`config.mk`:
```
export PLATFORM = sky130hd
export DESIGN_NAME = mifd_decoder
export DESIGN_NICKNAME = d
export VERILOG_FILES = /design/src/logic/mifd_pkg.sv /design/src/logic/mifd_seq_if.sv /design/src/logic/mifd_phase.sv /design/src/logic/mifd_decoder.sv
export VERILOG_INCLUDE_DIRS = /design/src /design/src/logic
export SDC_FILE = /design/constraint.sdc
export NUM_CORES = 1
export LEC_CHECK = 0
export ABC_AREA = 0
export BUFFER_PORTS_ARGS = -buffer_cell sky130_fd_sc_hd__buf_4
export CAP_MARGIN = 20
export CORE_ASPECT_RATIO = 1.4
export CORE_MARGIN = 3
export CORE_UTILIZATION = 26
export DETAILED_ROUTE_END_ITERATION = 7
export GPL_TIMING_DRIVEN = 0
export HOLD_SLACK_MARGIN = 0.08
export SYNTH_ARGS = -nofsm -noshare
export SYNTH_HDL_FRONTEND = slang
export SYNTH_SLANG_ARGS = --single-unit
```
`constraint.sdc`:
```
create_clock -name clk_sys -period 3.16 [get_ports clk_sys]
set_input_delay 0.474 -clock clk_sys [delete_from_list [all_inputs] [get_ports clk_sys]]
set_output_delay 0.474 -clock clk_sys [all_outputs]
set_load 0.05 [all_outputs]
```
`src/logic/mifd_cfg.svh`:
```
// Field positions, timing figures and reset values for the instruction decoder.
// Included by the phase divider and decoder modules; holds definitions only.
`ifndef MIFD_CFG_SVH
`define MIFD_CFG_SVH

// Instruction word layout
`define MIFD_WORD_W      14
`define MIFD_CLS_MSB     13
`define MIFD_CLS_LSB     12
`define MIFD_CODE_MSB    11
`define MIFD_CODE_LSB    8
`define MIFD_F_MSB       6
`define MIFD_F_LSB       0
`define MIFD_D_BIT       7
`define MIFD_B_MSB       9
`define MIFD_B_LSB       7
`define MIFD_K8_MSB      7
`define MIFD_K11_MSB     10
`define MIFD_K_LSB       0
`define MIFD_GOTO_BIT    11

// Instruction cycle: oscillator periods per cycle and last phase index
`define MIFD_OSC_PER_CYC 4
`define MIFD_PHASE_LAST  2'h3
`define MIFD_PHASE_RST   2'h0

// Default span of I/O port registers read from the pins
`define MIFD_PORT_LO     7'h05
`define MIFD_PORT_HI     7'h09

`endif

```
`src/logic/mifd_pkg.sv`:
```
// Types shared by the instruction decoder modules.
// Assumes nothing beyond the field layout header.
package mifd_pkg;

   // Instruction classes
   typedef enum logic [1:0] {
      CLS_BYTE = 2'h0,
      CLS_BIT  = 2'h1,
      CLS_LIT  = 2'h2
   } mifd_class_t;

   // Decoded operations; OP_BAD marks an unassigned encoding
   typedef enum logic [5:0] {
      OP_NOP    = 6'h00, OP_MOVWF  = 6'h01, OP_CLRW   = 6'h02, OP_CLRF   = 6'h03,
      OP_SUBWF  = 6'h04, OP_DECF   = 6'h05, OP_IORWF  = 6'h06, OP_ANDWF  = 6'h07,
      OP_XORWF  = 6'h08, OP_ADDWF  = 6'h09, OP_MOVF   = 6'h0A, OP_COMF   = 6'h0B,
      OP_INCF   = 6'h0C, OP_DECFSZ = 6'h0D, OP_RRF    = 6'h0E, OP_RLF    = 6'h0F,
      OP_SWAPF  = 6'h10, OP_INCFSZ = 6'h11, OP_BCF    = 6'h12, OP_BSF    = 6'h13,
      OP_BTFSC  = 6'h14, OP_BTFSS  = 6'h15, OP_CALL   = 6'h16, OP_GOTO   = 6'h17,
      OP_MOVLW  = 6'h18, OP_RETLW  = 6'h19, OP_IORLW  = 6'h1A, OP_ANDLW  = 6'h1B,
      OP_XORLW  = 6'h1C, OP_SUBLW  = 6'h1D, OP_ADDLW  = 6'h1E, OP_RETURN = 6'h1F,
      OP_RETFIE = 6'h20, OP_SLEEP  = 6'h21, OP_CLRWDT = 6'h22, OP_BAD    = 6'h3F
   } mifd_op_t;

   // Execution state of the current instruction cycle
   typedef enum logic [0:0] {
      ST_EXEC  = 1'b0,
      ST_FLUSH = 1'b1
   } mifd_state_t;

endpackage

```
`src/logic/mifd_seq_if.sv`:
```
// Carrier between the phase divider and the decoder.
// Both ends run on clk_sys.
`timescale 1ns/1ps
`default_nettype none
interface mifd_seq_if;
   logic [1:0] phase;
   logic       cycle_last;
   modport src (output phase, output cycle_last);
   modport snk (input phase, input cycle_last);
endinterface
`default_nettype wire

```
`src/logic/mifd_phase.sv`:
```
// Phase divider: four oscillator periods make one instruction cycle.
// Assumes clk_sys is the oscillator clock and srst is synchronous.
`include "mifd_cfg.svh"
`timescale 1ns/1ps
`default_nettype none
module mifd_phase
(
   // Clock and reset
   input  wire logic clk_sys,
   input  wire logic srst,
   // Phase towards the decoder
   mifd_seq_if.src   seq
);

   logic [1:0] phase_reg;
   logic [1:0] phase_next;

   // Wrap after the last phase of the cycle
   always_comb
   begin
      if (phase_reg == `MIFD_PHASE_LAST)
         phase_next = `MIFD_PHASE_RST;
      else
         phase_next = phase_reg + 2'h1;
   end

   always_ff @(posedge clk_sys)
   begin
      if (srst)
         phase_reg <= `MIFD_PHASE_RST;
      else
         phase_reg <= phase_next;
   end

   assign seq.phase      = phase_reg;
   assign seq.cycle_last = (phase_reg == `MIFD_PHASE_LAST);
endmodule
`default_nettype wire

```
`src/logic/mifd_decoder.sv`:
```
// Instruction field decoder with instruction cycle sequencing.
// Assumes program memory holds the fetched word on instr_word in the last phase
// of each cycle and the datapath drives cond_true during that phase.
`include "mifd_cfg.svh"
`timescale 1ns/1ps
`default_nettype none
module mifd_decoder
#(
   parameter logic [6:0] PORT_LO = `MIFD_PORT_LO,
   parameter logic [6:0] PORT_HI = `MIFD_PORT_HI
)
(
   // Clock and reset
   input  wire logic                  clk_sys,
   input  wire logic                  srst,
   // Program memory side
   input  wire logic [13:0]           instr_word,
   output logic                       fetch_strobe_reg,
   // Datapath status
   input  wire logic                  cond_true,
   // Decoded fields
   output mifd_pkg::mifd_op_t         op_reg,
   output mifd_pkg::mifd_class_t      class_reg,
   output logic [6:0]                 file_addr_reg,
   output logic                       dest_file_reg,
   output logic [2:0]                 bit_num_reg,
   output logic [10:0]                literal_reg,
   output logic                       lit_wide_reg,
   output logic                       src_pins_reg,
   // Cycle timing
   output logic                       nop_cycle_reg,
   output logic [1:0]                 phase_reg
);

   mifd_seq_if seq ();

   mifd_phase u_phase
   (
      .clk_sys (clk_sys),
      .srst    (srst),
      .seq     (seq)
   );

   // Class from the two top bits; both literal codes share a class
   function automatic mifd_pkg::mifd_class_t word_class(input logic [13:0] w);
      unique case (w[`MIFD_CLS_MSB:`MIFD_CLS_LSB])
         // Returns, sleep and watchdog clear sit in byte space but are control operations
         2'h0:    word_class = ((w[`MIFD_CODE_MSB:`MIFD_D_BIT] == 5'h00) &&
                                (w[`MIFD_F_MSB:`MIFD_F_LSB] inside {7'h08, 7'h09, 7'h63, 7'h64})) ?
                               mifd_pkg::CLS_LIT : mifd_pkg::CLS_BYTE;
         2'h1:    word_class = mifd_pkg::CLS_BIT;
         default: word_class = mifd_pkg::CLS_LIT;
      endcase
   endfunction

   // Full opcode decode; don't-care bits are left out of every compare
   function automatic mifd_pkg::mifd_op_t word_op(input logic [13:0] w);
      logic [3:0] code;
      code = w[`MIFD_CODE_MSB:`MIFD_CODE_LSB];
      word_op = mifd_pkg::OP_BAD;
      unique case (w[`MIFD_CLS_MSB:`MIFD_CLS_LSB])
         2'h0:
         begin
            unique case (code)
               4'h0:
               begin
                  if (w[`MIFD_D_BIT])
                     word_op = mifd_pkg::OP_MOVWF;
                  else if (w[4:0] == 5'h00)
                     word_op = mifd_pkg::OP_NOP;
                  else if (w[6:0] == 7'h08)
                     word_op = mifd_pkg::OP_RETURN;
                  else if (w[6:0] == 7'h09)
                     word_op = mifd_pkg::OP_RETFIE;
                  else if (w[6:0] == 7'h63)
                     word_op = mifd_pkg::OP_SLEEP;
                  else if (w[6:0] == 7'h64)
                     word_op = mifd_pkg::OP_CLRWDT;
               end
               4'h1:    word_op = w[`MIFD_D_BIT] ? mifd_pkg::OP_CLRF : mifd_pkg::OP_CLRW;
               4'h2:    word_op = mifd_pkg::OP_SUBWF;
               4'h3:    word_op = mifd_pkg::OP_DECF;
               4'h4:    word_op = mifd_pkg::OP_IORWF;
               4'h5:    word_op = mifd_pkg::OP_ANDWF;
               4'h6:    word_op = mifd_pkg::OP_XORWF;
               4'h7:    word_op = mifd_pkg::OP_ADDWF;
               4'h8:    word_op = mifd_pkg::OP_MOVF;
               4'h9:    word_op = mifd_pkg::OP_COMF;
               4'hA:    word_op = mifd_pkg::OP_INCF;
               4'hB:    word_op = mifd_pkg::OP_DECFSZ;
               4'hC:    word_op = mifd_pkg::OP_RRF;
               4'hD:    word_op = mifd_pkg::OP_RLF;
               4'hE:    word_op = mifd_pkg::OP_SWAPF;
               default: word_op = mifd_pkg::OP_INCFSZ;
            endcase
         end
         2'h1:
         begin
            unique case (code[3:2])
               2'h0:    word_op = mifd_pkg::OP_BCF;
               2'h1:    word_op = mifd_pkg::OP_BSF;
               2'h2:    word_op = mifd_pkg::OP_BTFSC;
               default: word_op = mifd_pkg::OP_BTFSS;
            endcase
         end
         2'h2:    word_op = w[`MIFD_GOTO_BIT] ? mifd_pkg::OP_GOTO : mifd_pkg::OP_CALL;
         default:
         begin
            // Low code bits are don't-care for the wide groups
            if (code[3:2] == 2'h0)
               word_op = mifd_pkg::OP_MOVLW;
            else if (code[3:2] == 2'h1)
               word_op = mifd_pkg::OP_RETLW;
            else if (code == 4'h8)
               word_op = mifd_pkg::OP_IORLW;
            else if (code == 4'h9)
               word_op = mifd_pkg::OP_ANDLW;
            else if (code == 4'hA)
               word_op = mifd_pkg::OP_XORLW;
            else if (code[3:1] == 3'h6)
               word_op = mifd_pkg::OP_SUBLW;
            else
               word_op = mifd_pkg::OP_ADDLW;
         end
      endcase
   endfunction

   // Operations that always change the program counter
   function automatic logic changes_pc(input mifd_pkg::mifd_op_t op);
      changes_pc = (op == mifd_pkg::OP_GOTO) || (op == mifd_pkg::OP_CALL) ||
                   (op == mifd_pkg::OP_RETURN) || (op == mifd_pkg::OP_RETLW) ||
                   (op == mifd_pkg::OP_RETFIE);
   endfunction

   // Read-modify-write of the addressed file register
   function automatic logic rmw_op(input mifd_pkg::mifd_op_t op, input logic d);
      rmw_op = ((op == mifd_pkg::OP_BCF) || (op == mifd_pkg::OP_BSF)) ||
               (d && (op != mifd_pkg::OP_MOVWF) && (op != mifd_pkg::OP_CLRF) &&
                (op >= mifd_pkg::OP_SUBWF) && (op <= mifd_pkg::OP_INCFSZ));
   endfunction

   mifd_pkg::mifd_state_t  state_reg,  state_next;
   mifd_pkg::mifd_op_t     op_next,    dec_op;
   mifd_pkg::mifd_class_t  class_next;
   logic [6:0]             file_next;
   logic                   dest_next, wide_next, pins_next, nop_next, fetch_next, take_two;
   logic [2:0]             bit_next;
   logic [10:0]            lit_next;
   logic [1:0]             phase_next;

   // Next decode state; the word is taken at the last phase of each cycle
   always_comb
   begin
      dec_op     = word_op(instr_word);
      take_two   = (state_reg == mifd_pkg::ST_EXEC) && (changes_pc(op_reg) || cond_true);
      state_next = state_reg;
      op_next    = op_reg;
      class_next = class_reg;
      file_next  = file_addr_reg;
      dest_next  = dest_file_reg;
      bit_next   = bit_num_reg;
      lit_next   = literal_reg;
      wide_next  = lit_wide_reg;
      pins_next  = src_pins_reg;
      nop_next   = nop_cycle_reg;
      fetch_next = (seq.phase == `MIFD_PHASE_LAST - 2'h1);
      // Output copy of the divider, one flop so it tracks the internal phase exactly
      phase_next = (seq.phase == `MIFD_PHASE_LAST) ? `MIFD_PHASE_RST : seq.phase + 2'h1;
      if (seq.cycle_last)
      begin
         if (take_two)
         begin
            // Second cycle runs as a no-operation; the prefetched word is dropped
            state_next = mifd_pkg::ST_FLUSH;
            op_next    = mifd_pkg::OP_NOP;
            pins_next  = 1'b0;
            nop_next   = 1'b1;
         end
         else
         begin
            state_next = mifd_pkg::ST_EXEC;
            op_next    = dec_op;
            class_next = word_class(instr_word);
            file_next  = instr_word[`MIFD_F_MSB:`MIFD_F_LSB];
            dest_next  = instr_word[`MIFD_D_BIT];
            bit_next   = instr_word[`MIFD_B_MSB:`MIFD_B_LSB];
            wide_next  = (dec_op == mifd_pkg::OP_GOTO) || (dec_op == mifd_pkg::OP_CALL);
            // Narrow literals read as zero above bit 7
            lit_next   = wide_next ? instr_word[`MIFD_K11_MSB:`MIFD_K_LSB]
                                   : {3'h0, instr_word[`MIFD_K8_MSB:`MIFD_K_LSB]};
            // Read-modify-write port accesses read the pins so input pins are not overwritten by stale latches
            pins_next  = rmw_op(dec_op, instr_word[`MIFD_D_BIT]) &&
                         (instr_word[`MIFD_F_MSB:`MIFD_F_LSB] >= PORT_LO) &&
                         (instr_word[`MIFD_F_MSB:`MIFD_F_LSB] <= PORT_HI);
            nop_next   = 1'b0;
         end
      end
   end

   // Register stage; reset starts in a flush so the first word is taken cleanly
   always_ff @(posedge clk_sys)
   begin
      if (srst)
      begin
         state_reg        <= mifd_pkg::ST_FLUSH;
         op_reg           <= mifd_pkg::OP_NOP;
         class_reg        <= mifd_pkg::CLS_BYTE;
         file_addr_reg    <= 7'h00;
         dest_file_reg    <= 1'b0;
         bit_num_reg      <= 3'h0;
         literal_reg      <= 11'h000;
         lit_wide_reg     <= 1'b0;
         src_pins_reg     <= 1'b0;
         nop_cycle_reg    <= 1'b1;
         fetch_strobe_reg <= 1'b0;
         phase_reg        <= `MIFD_PHASE_RST;
      end
      else
      begin
         state_reg        <= state_next;
         op_reg           <= op_next;
         class_reg        <= class_next;
         file_addr_reg    <= file_next;
         dest_file_reg    <= dest_next;
         bit_num_reg      <= bit_next;
         literal_reg      <= lit_next;
         lit_wide_reg     <= wide_next;
         src_pins_reg     <= pins_next;
         nop_cycle_reg    <= nop_next;
         fetch_strobe_reg <= fetch_next;
         phase_reg        <= phase_next;
      end
   end
endmodule
`default_nettype wire

```
Word-level counts from Yosys, hierarchy flattened
Cells that the tools add are included.
- register bits: 36
- output and inout port bits: 36
- add/subtract/negate cells: 1
- $lt $le $gt $ge: 4
- equal/unequal tests: 36
- muxes and demuxes: 23
- bitwise operators: 2
- reduce and logical (&&, ||, !) cells: 24
- operator list (operator ; number):
    $pmux W6 S15 ; 1
    $eq A6 B5 Y1 const B ; 8
    $eq A4 B4 Y1 const B ; 7
    $mux W6 ; 4
    $pmux W6 S3 ; 1
    $eq A4 B3 Y1 const B ; 4
    $mux W5 ; 3
    $eq A7 B4 Y1 const B ; 2
    $eq A7 B7 Y1 const B ; 2
    $mux W3 ; 4
    $mux W11 ; 1
    $logic_not A5 Y1 ; 2
    $pmux W3 S3 ; 1
    $eq A2 B2 Y1 const B ; 4
    $eq A4 B2 Y1 const B ; 2
    $logic_and A1 B1 Y1 ; 8
    $logic_or A1 B1 Y1 ; 8
    $ge A7 B3 Y1 const B ; 1
    $le A7 B4 Y1 const B ; 1
    $eq A6 B6 Y1 const B ; 1
    $ge A6 B3 Y1 const B ; 1
    $le A6 B5 Y1 const B ; 1
    $mux W2 ; 3
    $ne A6 B1 Y1 const B ; 1
    13 further kinds ; 19

Depth between registers and ports, before layout
Gate-level depths: netlist of the first run.
- depth in word-level cells: 18
- gate-level depth with buffers: 9

By module
Synthesis of the first run repeated with hierarchy kept, for this count alone.
- cell total of the unflattened synthesis: 206
- area total of the unflattened synthesis: 1786.7 um2
- modules (own cells, without submodules) (module ; instances ; cells an instance ; area an instance (um2) ; seq. area each (um2)):
    mifd_decoder ; 1 ; 201 ; 1711.6 ; 540.5
    mifd_phase ; 1 ; 5 ; 75.1 ; 40.0

Worst setup path before layout of the first run
No wires, ideal clock.
- path kind: input to register
- start point: input port instr_word[7]
- end point: register lit_wide_reg
- setup time: 0.073 ns
- arrival: 2.278 ns
- path slack: 0.809 ns
- stages on the path: 6
- cells stage by stage: or4_4 > a2111oi_4 > mux2i_1 > o211ai_1 > or3_4 > o22ai_2
- word-level cells in the longest chain between the ends: 5
- elaborated cells on any way between the ends: 7
- RTL lines (what ; RTL line ; source):
    start: declaration ; mifd_decoder.sv:17 ; input wire logic [13:0] instr_word,
    $mux W1 / $mux W6 (equally long branches) ; mifd_decoder.sv:80, mifd_decoder.sv:67 ;
    $pmux W6 S15 (*) ; mifd_decoder.sv:64 ; unique case (code)
    $pmux W6 S3 (*) ; mifd_decoder.sv:61 ; unique case (w[`MIFD_CLS_MSB:`MIFD_CLS_LSB])
    $eq A6 B5 Y1 ; mifd_decoder.sv:187 ; wide_next = (dec_op == mifd_pkg::OP_GOTO) || (dec_op == mifd_pkg::OP_CALL);
    $logic_or A1 B1 Y1 (*) ; mifd_decoder.sv:187 ;
    end signal: assignment ; mifd_decoder.sv:227 ; lit_wide_reg <= wide_next;
    end: declaration ; mifd_decoder.sv:28 ; output logic lit_wide_reg,
Every way passes the cells marked *; elsewhere a longest branch is shown, timed or not.
A chain may end at the register's enable or synchronous reset.

Worst setup path in the final report of the first run
- start point: input port instr_word[7]
- end point: register literal_reg[10]
- word-level cells in the longest chain between the ends: 6
- elaborated cells on any way between the ends: 8
- RTL lines (what ; RTL line ; source):
    $mux W1 / $mux W6 (equally long branches) ; mifd_decoder.sv:80, mifd_decoder.sv:67 ;
    $pmux W6 S15 (*) ; mifd_decoder.sv:64 ;
    $pmux W6 S3 (*) ; mifd_decoder.sv:61 ;
    $eq A6 B5 Y1 ; mifd_decoder.sv:187 ;
    $logic_or A1 B1 Y1 (*) ; mifd_decoder.sv:187 ;
    $mux W11 (*) ; mifd_decoder.sv:189 ; lit_next = wide_next ? instr_word[`MIFD_K11_MSB:`MIFD_K_LSB]
    end signal: assignment ; mifd_decoder.sv:226 ; literal_reg <= lit_next;
    end: declaration ; mifd_decoder.sv:27 ; output logic [10:0] literal_reg,
Marks and branches as above.

==> impl_metrics.ini, run 1 <==
[floorplanning]
die_h_um = 102
rows = 34
core_um2 = 6300
num_io_pins = 53
die_area_um2 = 7640
die_w_um = 74.7
start_util_pct = 27.3

[sta]
slew_headroom_pct = 66.4
skew_ps = 11.8
fin_setup_tns_ps = 0
post-route-period-util_pct = 75.1
max_clock_freq_mhz = 421
setup_slack_ps = 787
setup_viol = 0
worstMarginPinSlew_ps = 503
maxSlewViolCount = 0
final.min_clock_period_ps = 2370
rsz0062_at_grt = false
finalHoldViolCount = 0

[clock_network]
clk_latency_ps = 280
clk_pin_slew_ps = 100
cts.repair.resized = 0
post-cts-setup-buffers = 0
cts-root-buf = clkbuf_8
cts_num_sinks = 27
numCtsBuffers = 3
cts_max_level = 1
cts_hold_buf = 0
max-clock-path-buffers = 2
cts_tree = built

[final_layout]
utilization_pct = 35.3
final_cells = 328
fin_nets = 280
area_delta_synth_final_pct = 29.3
drive_gt1_share_pct = 31.3
n_antenna_cell = 0

[critical_path]
reg2reg_slack_ps = 1110
path_delay_family = simple AND/OR/NAND/NOR gates
cp-endpoint = literal_reg[10]
critPathCaptureType = register
cp_num_buf_inv = 1
critPathMaxFanout = 4
worst_r2r_startpoint = op_reg[2]
reg2reg_depth = 8
crit_arrival_ps = 2560
crit_start = instr_word[7]
max_stage_delay_ps = 570
timing.rr.end = literal_reg[10]
cp_slowest_cell = or4_4
cp_cell_sequence = buf_4 > or4_4 > a2111oi_4 > mux2i_1 > o211ai_1 > or3_4 > o32ai_1
worstPathRequired_ps = 3350
worstSetupPathType = primary input to register
crit_cells = 7
worst_setup_path_start_kind = primary input

[synth]
ys_seq_elements = 27
ys_seq_area_share_pct = 31.4
synth_nets = 226
synthCells = 203
syn_area_per_cell_um2 = 8.47
synth_top_cell_by_area = dfxtp_1
synthTopCellsByArea = dfxtp_1 31%, mux2i_1 7.0%, nor2_1 5.7%
synth_edf_count = 0
synth_ff_type = dfxtp_1
postSynth.asyncResetShare_pct = 0
ys_types = 55
yosysWarnings = 0
synth.top_cell.area_share_pct = 31.4
syn_area_um2 = 1720

[route]
vias_per_cell = 4.97
drt-wirelength-per-cell_um = 13.8
drtIter0Drc = 67
dr.pass1.iters = 4
drt-total-wl_um = 4520
drc = 0
vias = 1629
ant_nets = 0

[global_route]
grt-ovfl-total = 0
grt_first_pass_wirelength_um = 7270
grt_pass1_vias = 1540
grt_max_degree = 15
antenna_found_initial = 0
globalRouteTotalUtil_pct = 12.0

[power_and_ir_drop]
cellLeakagePower_nw = 0.919
powerDensity_nw_per_um2 = 368
ir_worst_vdd_v = 0.000142

[outcome]
status = completed

[min_path]
hold_depth = 3
hp-class = primary input to register

[placement]
dp.cells = 324
pre_cts_ws_ps = 533
port_buffers = 49
hpwlAfterDp_um = 3530
gp_congestion = 0.814

[flow_run]
cap_violations = 0
worst min-delay path by stage:
stage | from | end | slack [ps]
floorplan | instr_word[1] | file_addr_reg[1] | 620
CTS | instr_word[7] | bit_num_reg[0] | 450
detailed placement | src_pins_reg | src_pins_reg | 470
global route | instr_word[6] | literal_reg[6] | 470
finish | instr_word[7] | bit_num_reg[0] | 460
global placement | literal_reg[8] | literal_reg[8] | 470
cell usage in the layout, fill, tap and decap left out, types with 2 or more instances in the layout:
master / instances
a311oi_1: 2
nor3_1: 5
a211o_1: 2
mux2i_1: 12
inv_1: 12
buf_2: 2
clkbuf_8: 3
nor2_1: 26
o211ai_1: 2
o32ai_1: 3
nor2b_1: 4
a221oi_1: 3
ha_1: 6
and3_1: 2
nand2_1: 8
clkbuf_1: 10
nand2b_1: 4
nand4_1: 2
o21ai_0: 9
nand3b_1: 4
dfxtp_1: 27
a21oi_1: 11
nand3_1: 2
a211oi_1: 2
nor3b_1: 2
buf_4: 61
power by group:
part	internal [mW]	switching [mW]	leakage (nW)
Sequential	0.355	0.0115	0.219
Clock	0.0906	0.111	0.0228
Combinational	0.0900	0.159	0.678
synth_stat cells (all sizes together) (3+ instances only):
cell type / count
mux2i: 12
nor2: 26
nand2b: 4
inv: 12
clkbuf: 9
a21oi: 11
ha: 6
o21ai: 10
nand2: 8
dfxtp: 27
nand3b: 4
nor2b: 4
a211oi: 3
buf: 14
a221oi: 3
o32ai: 3
nor3: 6
worst reg2reg max path: stages (launching register included):
cell and delay, ps:
dfxtp_1 430, nand4bb_1 160, a311oi_1 90, a311oi_1 300, o21a_1 180, buf_2 290, buf_2 290, nand3b_1 100
o32ai_1 110
cell type report:
cell class	count	area [um^2]
inverters	12	45.0
well taps	72	90.1
clock buffers	4	45.0
plain buffers	23	134
fillers	690	4070
multi-input cells	141	1000
flip-flops and latches	27	541
repair buffers	49	368
logic make-up after synthesis:
logic type	share of synthesized area [%]
DFF	31.4
buffers and inverters	10.4
muxes	7.64
adders and majority gates	4.37
AOI/OAI and AO/OA	22.6
and+or+nand+nor	23.6
layer usage:
layer	track usage, %	up-vias	part of all wire, %
met4	4.66	0	1.7
li1	-	826	-
met5	0	-	0
met2	21.0	39	51
met3	2.07	5	4.7
met1	14.5	759	43
metrics by stage:
step	hold WS, ps	power [mW]	cell area (um^2)
after global placement	467	0.622	2180
after CTS	451	0.828	2220
after global routing	473	0.859	2220
after floorplan	621	0.548	1720
final	458	0.817	2220
after detailed placement	466	0.625	2180
No activity file was read; power rests on OpenSTA's default activity.
==> inputs of run 2 (changes only) <==
==> constraint.sdc (replaced) <==
create_clock -name clk_sys -period 2.2 [get_ports clk_sys]
set_input_delay 0.33 -clock clk_sys [delete_from_list [all_inputs] [get_ports clk_sys]]
set_output_delay 0.33 -clock clk_sys [all_outputs]
set_load 0.05 [all_outputs]
==> impl_metrics.ini, run 2 (same netlist as run 1, synthesis figures left out) <==
[clock_network]
cts_num_sinks = 27
max-clock-path-buffers = 2
clk_latency_ps = 280
clk_pin_slew_ps = 100
cts_max_level = 1
cts_tree = built
cts-root-buf = clkbuf_8
cts_hold_buf = 0
numCtsBuffers = 3

[outcome]
status = completed

[min_path]
hp-class = primary input to register

[route]
drt-total-wl_um = 4470
drt-wirelength-per-cell_um = 13.5
vias = 1658
ant_nets = 0
dr.pass1.iters = 4
drc = 0
drtIter0Drc = 51
vias_per_cell = 5.02

[placement]
gp_congestion = 0.798
port_buffers = 49
dp.cells = 324
pre_cts_ws_ps = -178
place_area_um2 = 2180
hpwlAfterDp_um = 3510

[critical_path]
cp_slowest_cell = or4_4
critPathCaptureType = register
worst_setup_path_start_kind = primary input
cp_cell_sequence = buf_4 > or4_4 > a2111oi_4 > mux2i_1 > o211ai_1 > or3_4 > o22ai_2
path_delay_family = simple AND/OR/NAND/NOR gates
worstSetupPathType = primary input to register
max_stage_delay_ps = 570
worstPathRequired_ps = 2410
cp_num_buf_inv = 1
crit_arrival_ps = 2330
critPathMaxFanout = 4

[final_layout]
fin_area_um2 = 2250
fin_nets = 282
drive_gt1_share_pct = 32.2
final_cell_mix = 63 x buf_4, 27 x dfxtp_1, 26 x nor2_1, 12 x inv_1, 12 x mux2i_1
area_delta_synth_final_pct = 30.7
layout_commonest_cell = buf_4
n_antenna_cell = 0
utilization_pct = 35.7
multi_input_area_um2 = 1010
final_cells = 330
fillers = 687
seq_area_um2 = 541

[sta]
worst_hold_slack_ps = 325
fin_setup_tns_ps = 0
worstMarginPinSlew_ps = 505
max_clock_freq_mhz = 471
slew_headroom_pct = 66.4
setup_slack_ps = 77.0
post-route-period-util_pct = 96.5
setup_viol = 0
finalHoldViolCount = 0
final.min_clock_period_ps = 2120
skew_ps = 8.99
maxSlewViolCount = 0

[floorplanning]
start_util_pct = 27.3
num_io_pins = 53
core_um2 = 6300
die_w_um = 74.7
die_h_um = 102
rows = 34
die_area_um2 = 7640

[flow_run]
cap_violations = 0

[power_and_ir_drop]
cellLeakagePower_nw = 0.931
power_mw = 1.18
powerDensity_nw_per_um2 = 523
ir_worst_vdd_v = 0.000277

[global_route]
grt-ovfl-total = 0
grt_first_pass_wirelength_um = 7220
antenna_found_initial = 0
grt_max_degree = 15
grt_pass1_vias = 1483
globalRouteTotalUtil_pct = 11.9
==> run 2: cell count changes in the layout (fill, tap and decap cells not counted) <==
| cell | previous run | this run |
|---|---|---|
| o32ai_2 | 0 | 1 |
| clkbuf_4 | 0 | 1 |
| buf_4 | 61 | 63 |
| buf_2 | 2 | 1 |
| o32ai_1 | 3 | 2 |
==> run 2: power by group <==
part	internal, mW	switching [mW]
combinational	0.132	0.231
sequential	0.509	0.0167
clock	0.130	0.157
==> run 2: layout make-up <==
| class | instances | area share (%) |
|---|---|---|
| Multi-Input combinational cell | 141 | 44.8 |
| Sequential cell | 27 | 24.1 |
| Timing Repair Buffer | 51 | 17.0 |
| Buffer | 23 | 6.07 |
| Tap cell | 72 | 4.01 |
| Clock buffer | 4 | 2.00 |
| Inverter | 12 | 2.00 |
==> run 2: worst register-to-register path, delay by kind of cell (launching register included) <==
kind            cells  cell delay [ps]
buf+inv             2              510
flops               1              430
compound gates      4              690
simple gates        2              280
==> run 2: worst paths after layout <==
kind | from | end | slack, ps | depth (start not counted)
hold / removal | instr_word[6] | literal_reg[6] | 330 | 3
setup reg to reg | op_reg[2] | literal_reg[9] | 210 | 8
setup / recovery | instr_word[7] | lit_wide_reg | 80 | 7
hold reg to reg | literal_reg[10] | literal_reg[10] | 490 | 2
==> run 2: what timing repair did <==
item | 4_1_cts | 5_1_grt
resized for setup | 0 | 2
hold endpoints to repair | 0 | 0
endpoints found under the setup margin | 0 | 2
setup buffers | 0 | 2
==> run 2: layer usage <==
| layer | up-vias | track usage (%) | routed length (um) |
|---|---|---|---|
| li1 | 829 | - | - |
| met1 | 789 | 15.5 | 1990 |
| met2 | 36 | 20.4 | 2300 |
| met3 | 4 | 1.57 | 137 |
| met4 | 0 | 2.88 | 50 |
| met5 | - | 0 | 0 |
==> inputs of run 3 (changes only) <==
--- a/config.mk
+++ b/config.mk
@@ -10,7 +10,7 @@
 export BUFFER_PORTS_ARGS = -buffer_cell sky130_fd_sc_hd__buf_4
 export CAP_MARGIN = 20
 export CORE_ASPECT_RATIO = 1.4
-export CORE_MARGIN = 3
+export CORE_MARGIN = 1
 export CORE_UTILIZATION = 26
 export DETAILED_ROUTE_END_ITERATION = 7
 export GPL_TIMING_DRIVEN = 0
==> constraint.sdc (replaced) <==
create_clock -name clk_sys -period 2.1 [get_ports clk_sys]
set_input_delay 0.315 -clock clk_sys [delete_from_list [all_inputs] [get_ports clk_sys]]
set_output_delay 0.315 -clock clk_sys [all_outputs]
set_load 0.05 [all_outputs]
==> impl_metrics.ini, run 3 (same netlist as run 1, synthesis figures left out) <==
[floorplanning]
num_io_pins = 53
rows = 34
die_area_um2 = 6950
start_util_pct = 27.3
die_h_um = 98.2
die_w_um = 70.7
core_um2 = 6300

[critical_path]
critPathCaptureType = register
reg2reg_slack_ps = 230
max_stage_delay_ps = 520
critPathMaxFanout = 4
cp_cell_sequence = buf_4 > or4_4 > a2111oi_4 > mux2i_1 > o211ai_1 > or3_4 > o22ai_2
crit_arrival_ps = 2250
timing.rr.end = class_reg[0]
crit_start = instr_word[9]
worstPathRequired_ps = 2310
reg2reg_depth = 7
worst_r2r_startpoint = op_reg[2]
worstSetupPathType = primary input to register
worst_setup_path_start_kind = primary input
cp_num_buf_inv = 1
cp_slowest_cell = or4_4
path_delay_family = simple AND/OR/NAND/NOR gates

[sta]
fin_setup_tns_ps = 0
max_clock_freq_mhz = 490
post-route-period-util_pct = 97.2
setup_viol = 0
maxSlewViolCount = 0
worstMarginPinSlew_ps = 532
finalHoldViolCount = 0
skew_ps = 10.5
final.min_clock_period_ps = 2040
slew_headroom_pct = 64.5

[final_layout]
seq_area_um2 = 541
fillers = 678
fin_area_um2 = 2260
n_antenna_cell = 0
final_cells = 329
final_cell_mix = 62 x buf_4, 27 x dfxtp_1, 26 x nor2_1, 12 x inv_1, 12 x mux2i_1
area_delta_synth_final_pct = 31.5
fin_nets = 281
layout_commonest_cell = buf_4
multi_input_area_um2 = 1020
drive_gt1_share_pct = 32.7

[global_route]
grt_max_degree = 15
grt_pass1_vias = 1594
antenna_found_initial = 0
grt-ovfl-total = 0
grt_first_pass_wirelength_um = 7470
globalRouteTotalUtil_pct = 13.1

[power_and_ir_drop]
power_mw = 1.23
ir_worst_vdd_v = 0.000234
powerDensity_nw_per_um2 = 544
cellLeakagePower_nw = 0.930

[route]
ant_nets = 0
drtIter0Drc = 85
vias = 1632
drc = 7
dr.pass1.iters = 6
drt-wirelength-per-cell_um = 13.5
vias_per_cell = 4.96
drt-total-wl_um = 4450

[placement]
port_buffers = 49
hpwlAfterDp_um = 3430
gp_congestion = 0.835
dp.cells = 324
place_area_um2 = 2180

[min_path]
hold_start = instr_word[7]
hold_depth = 3
holdPathEnd = bit_num_reg[0]
hp-class = primary input to register

[clock_network]
cts_tree = built
max-clock-path-buffers = 2
numCtsBuffers = 3
cts_max_level = 1
clk_pin_slew_ps = 100
clk_latency_ps = 280
cts_num_sinks = 27
cts-root-buf = clkbuf_8

[outcome]
status = finished with violations
failed_checks = design-rule violations

[flow_run]
cap_violations = 0
run 3: changes by cell type in the layout (fill, tap and decap cells not counted), sizes merged:
cell  change
buf       -1
run 3: repair_timing:
| item | CTS | global route |
|---|---|---|
| resized for setup | 0 | 5 |
| buffers inserted | 0 | 2 |
| hold buffers | 0 | 0 |
| endpoints found under the setup margin | 0 | 5 |
run 3: worst max-delay path by stage:
stage | slack [ps] | cells past startpoint | endpoint
6_report | 60 | 7 | lit_wide_reg
5_1_grt | -10 | 7 | literal_reg[8]
4_1_cts | 3 | 8 | literal_reg[10]
3_5_place_dp | -270 | 7 | literal_reg[10]
3_3_place_gp | -260 | 7 | lit_wide_reg
2_1_floorplan | 20 | 8 | literal_reg[9]
run 3: where the power goes:
part,switching (mW),internal (mW),total (mW)
Clock,0.164,0.136,0.300
Sequential,0.0175,0.533,0.551
Combinational,0.242,0.137,0.379
run 3: layout make-up:
| type | count | share of cell area [%] |
|---|---|---|
| Inverter | 12 | 1.99 |
| Buffer | 22 | 5.81 |
| Tap cell | 72 | 3.98 |
| Clock buffer | 4 | 1.99 |
| Sequential cell | 27 | 23.9 |
| Multi-Input combinational cell | 141 | 45.2 |
| Timing Repair Buffer | 51 | 17.1 |
run 3: per-stage QoR:
step	worst slack [ps]	hold WS, ps	util, %
6_report	59.1	304	35.9
4_1_cts	3.45	299	35.3
3_3_place_gp	-263	470	34.6
5_1_grt	-10.0	312	35.9
2_1_floorplan	20.3	462	-
3_5_place_dp	-265	472	34.6
run 3: tightest hold or removal path, cell delays in order:
cell and delay (ps):
buf_4 100, mux2i_1 60, nor2_1 70
run 3: per-layer routing:
| layer | part of all wire, % | wire length [um] | vias up | track usage (%) |
|---|---|---|---|---|
| met5 | 0 | 0 | - | 0 |
| met4 | 1.1 | 51 | 0 | 4.15 |
| met3 | 2.7 | 118 | 5 | 1.34 |
| met1 | 44 | 1950 | 768 | 16.6 |
| li1 | - | - | 826 | - |
| met2 | 52 | 2330 | 33 | 23.2 |
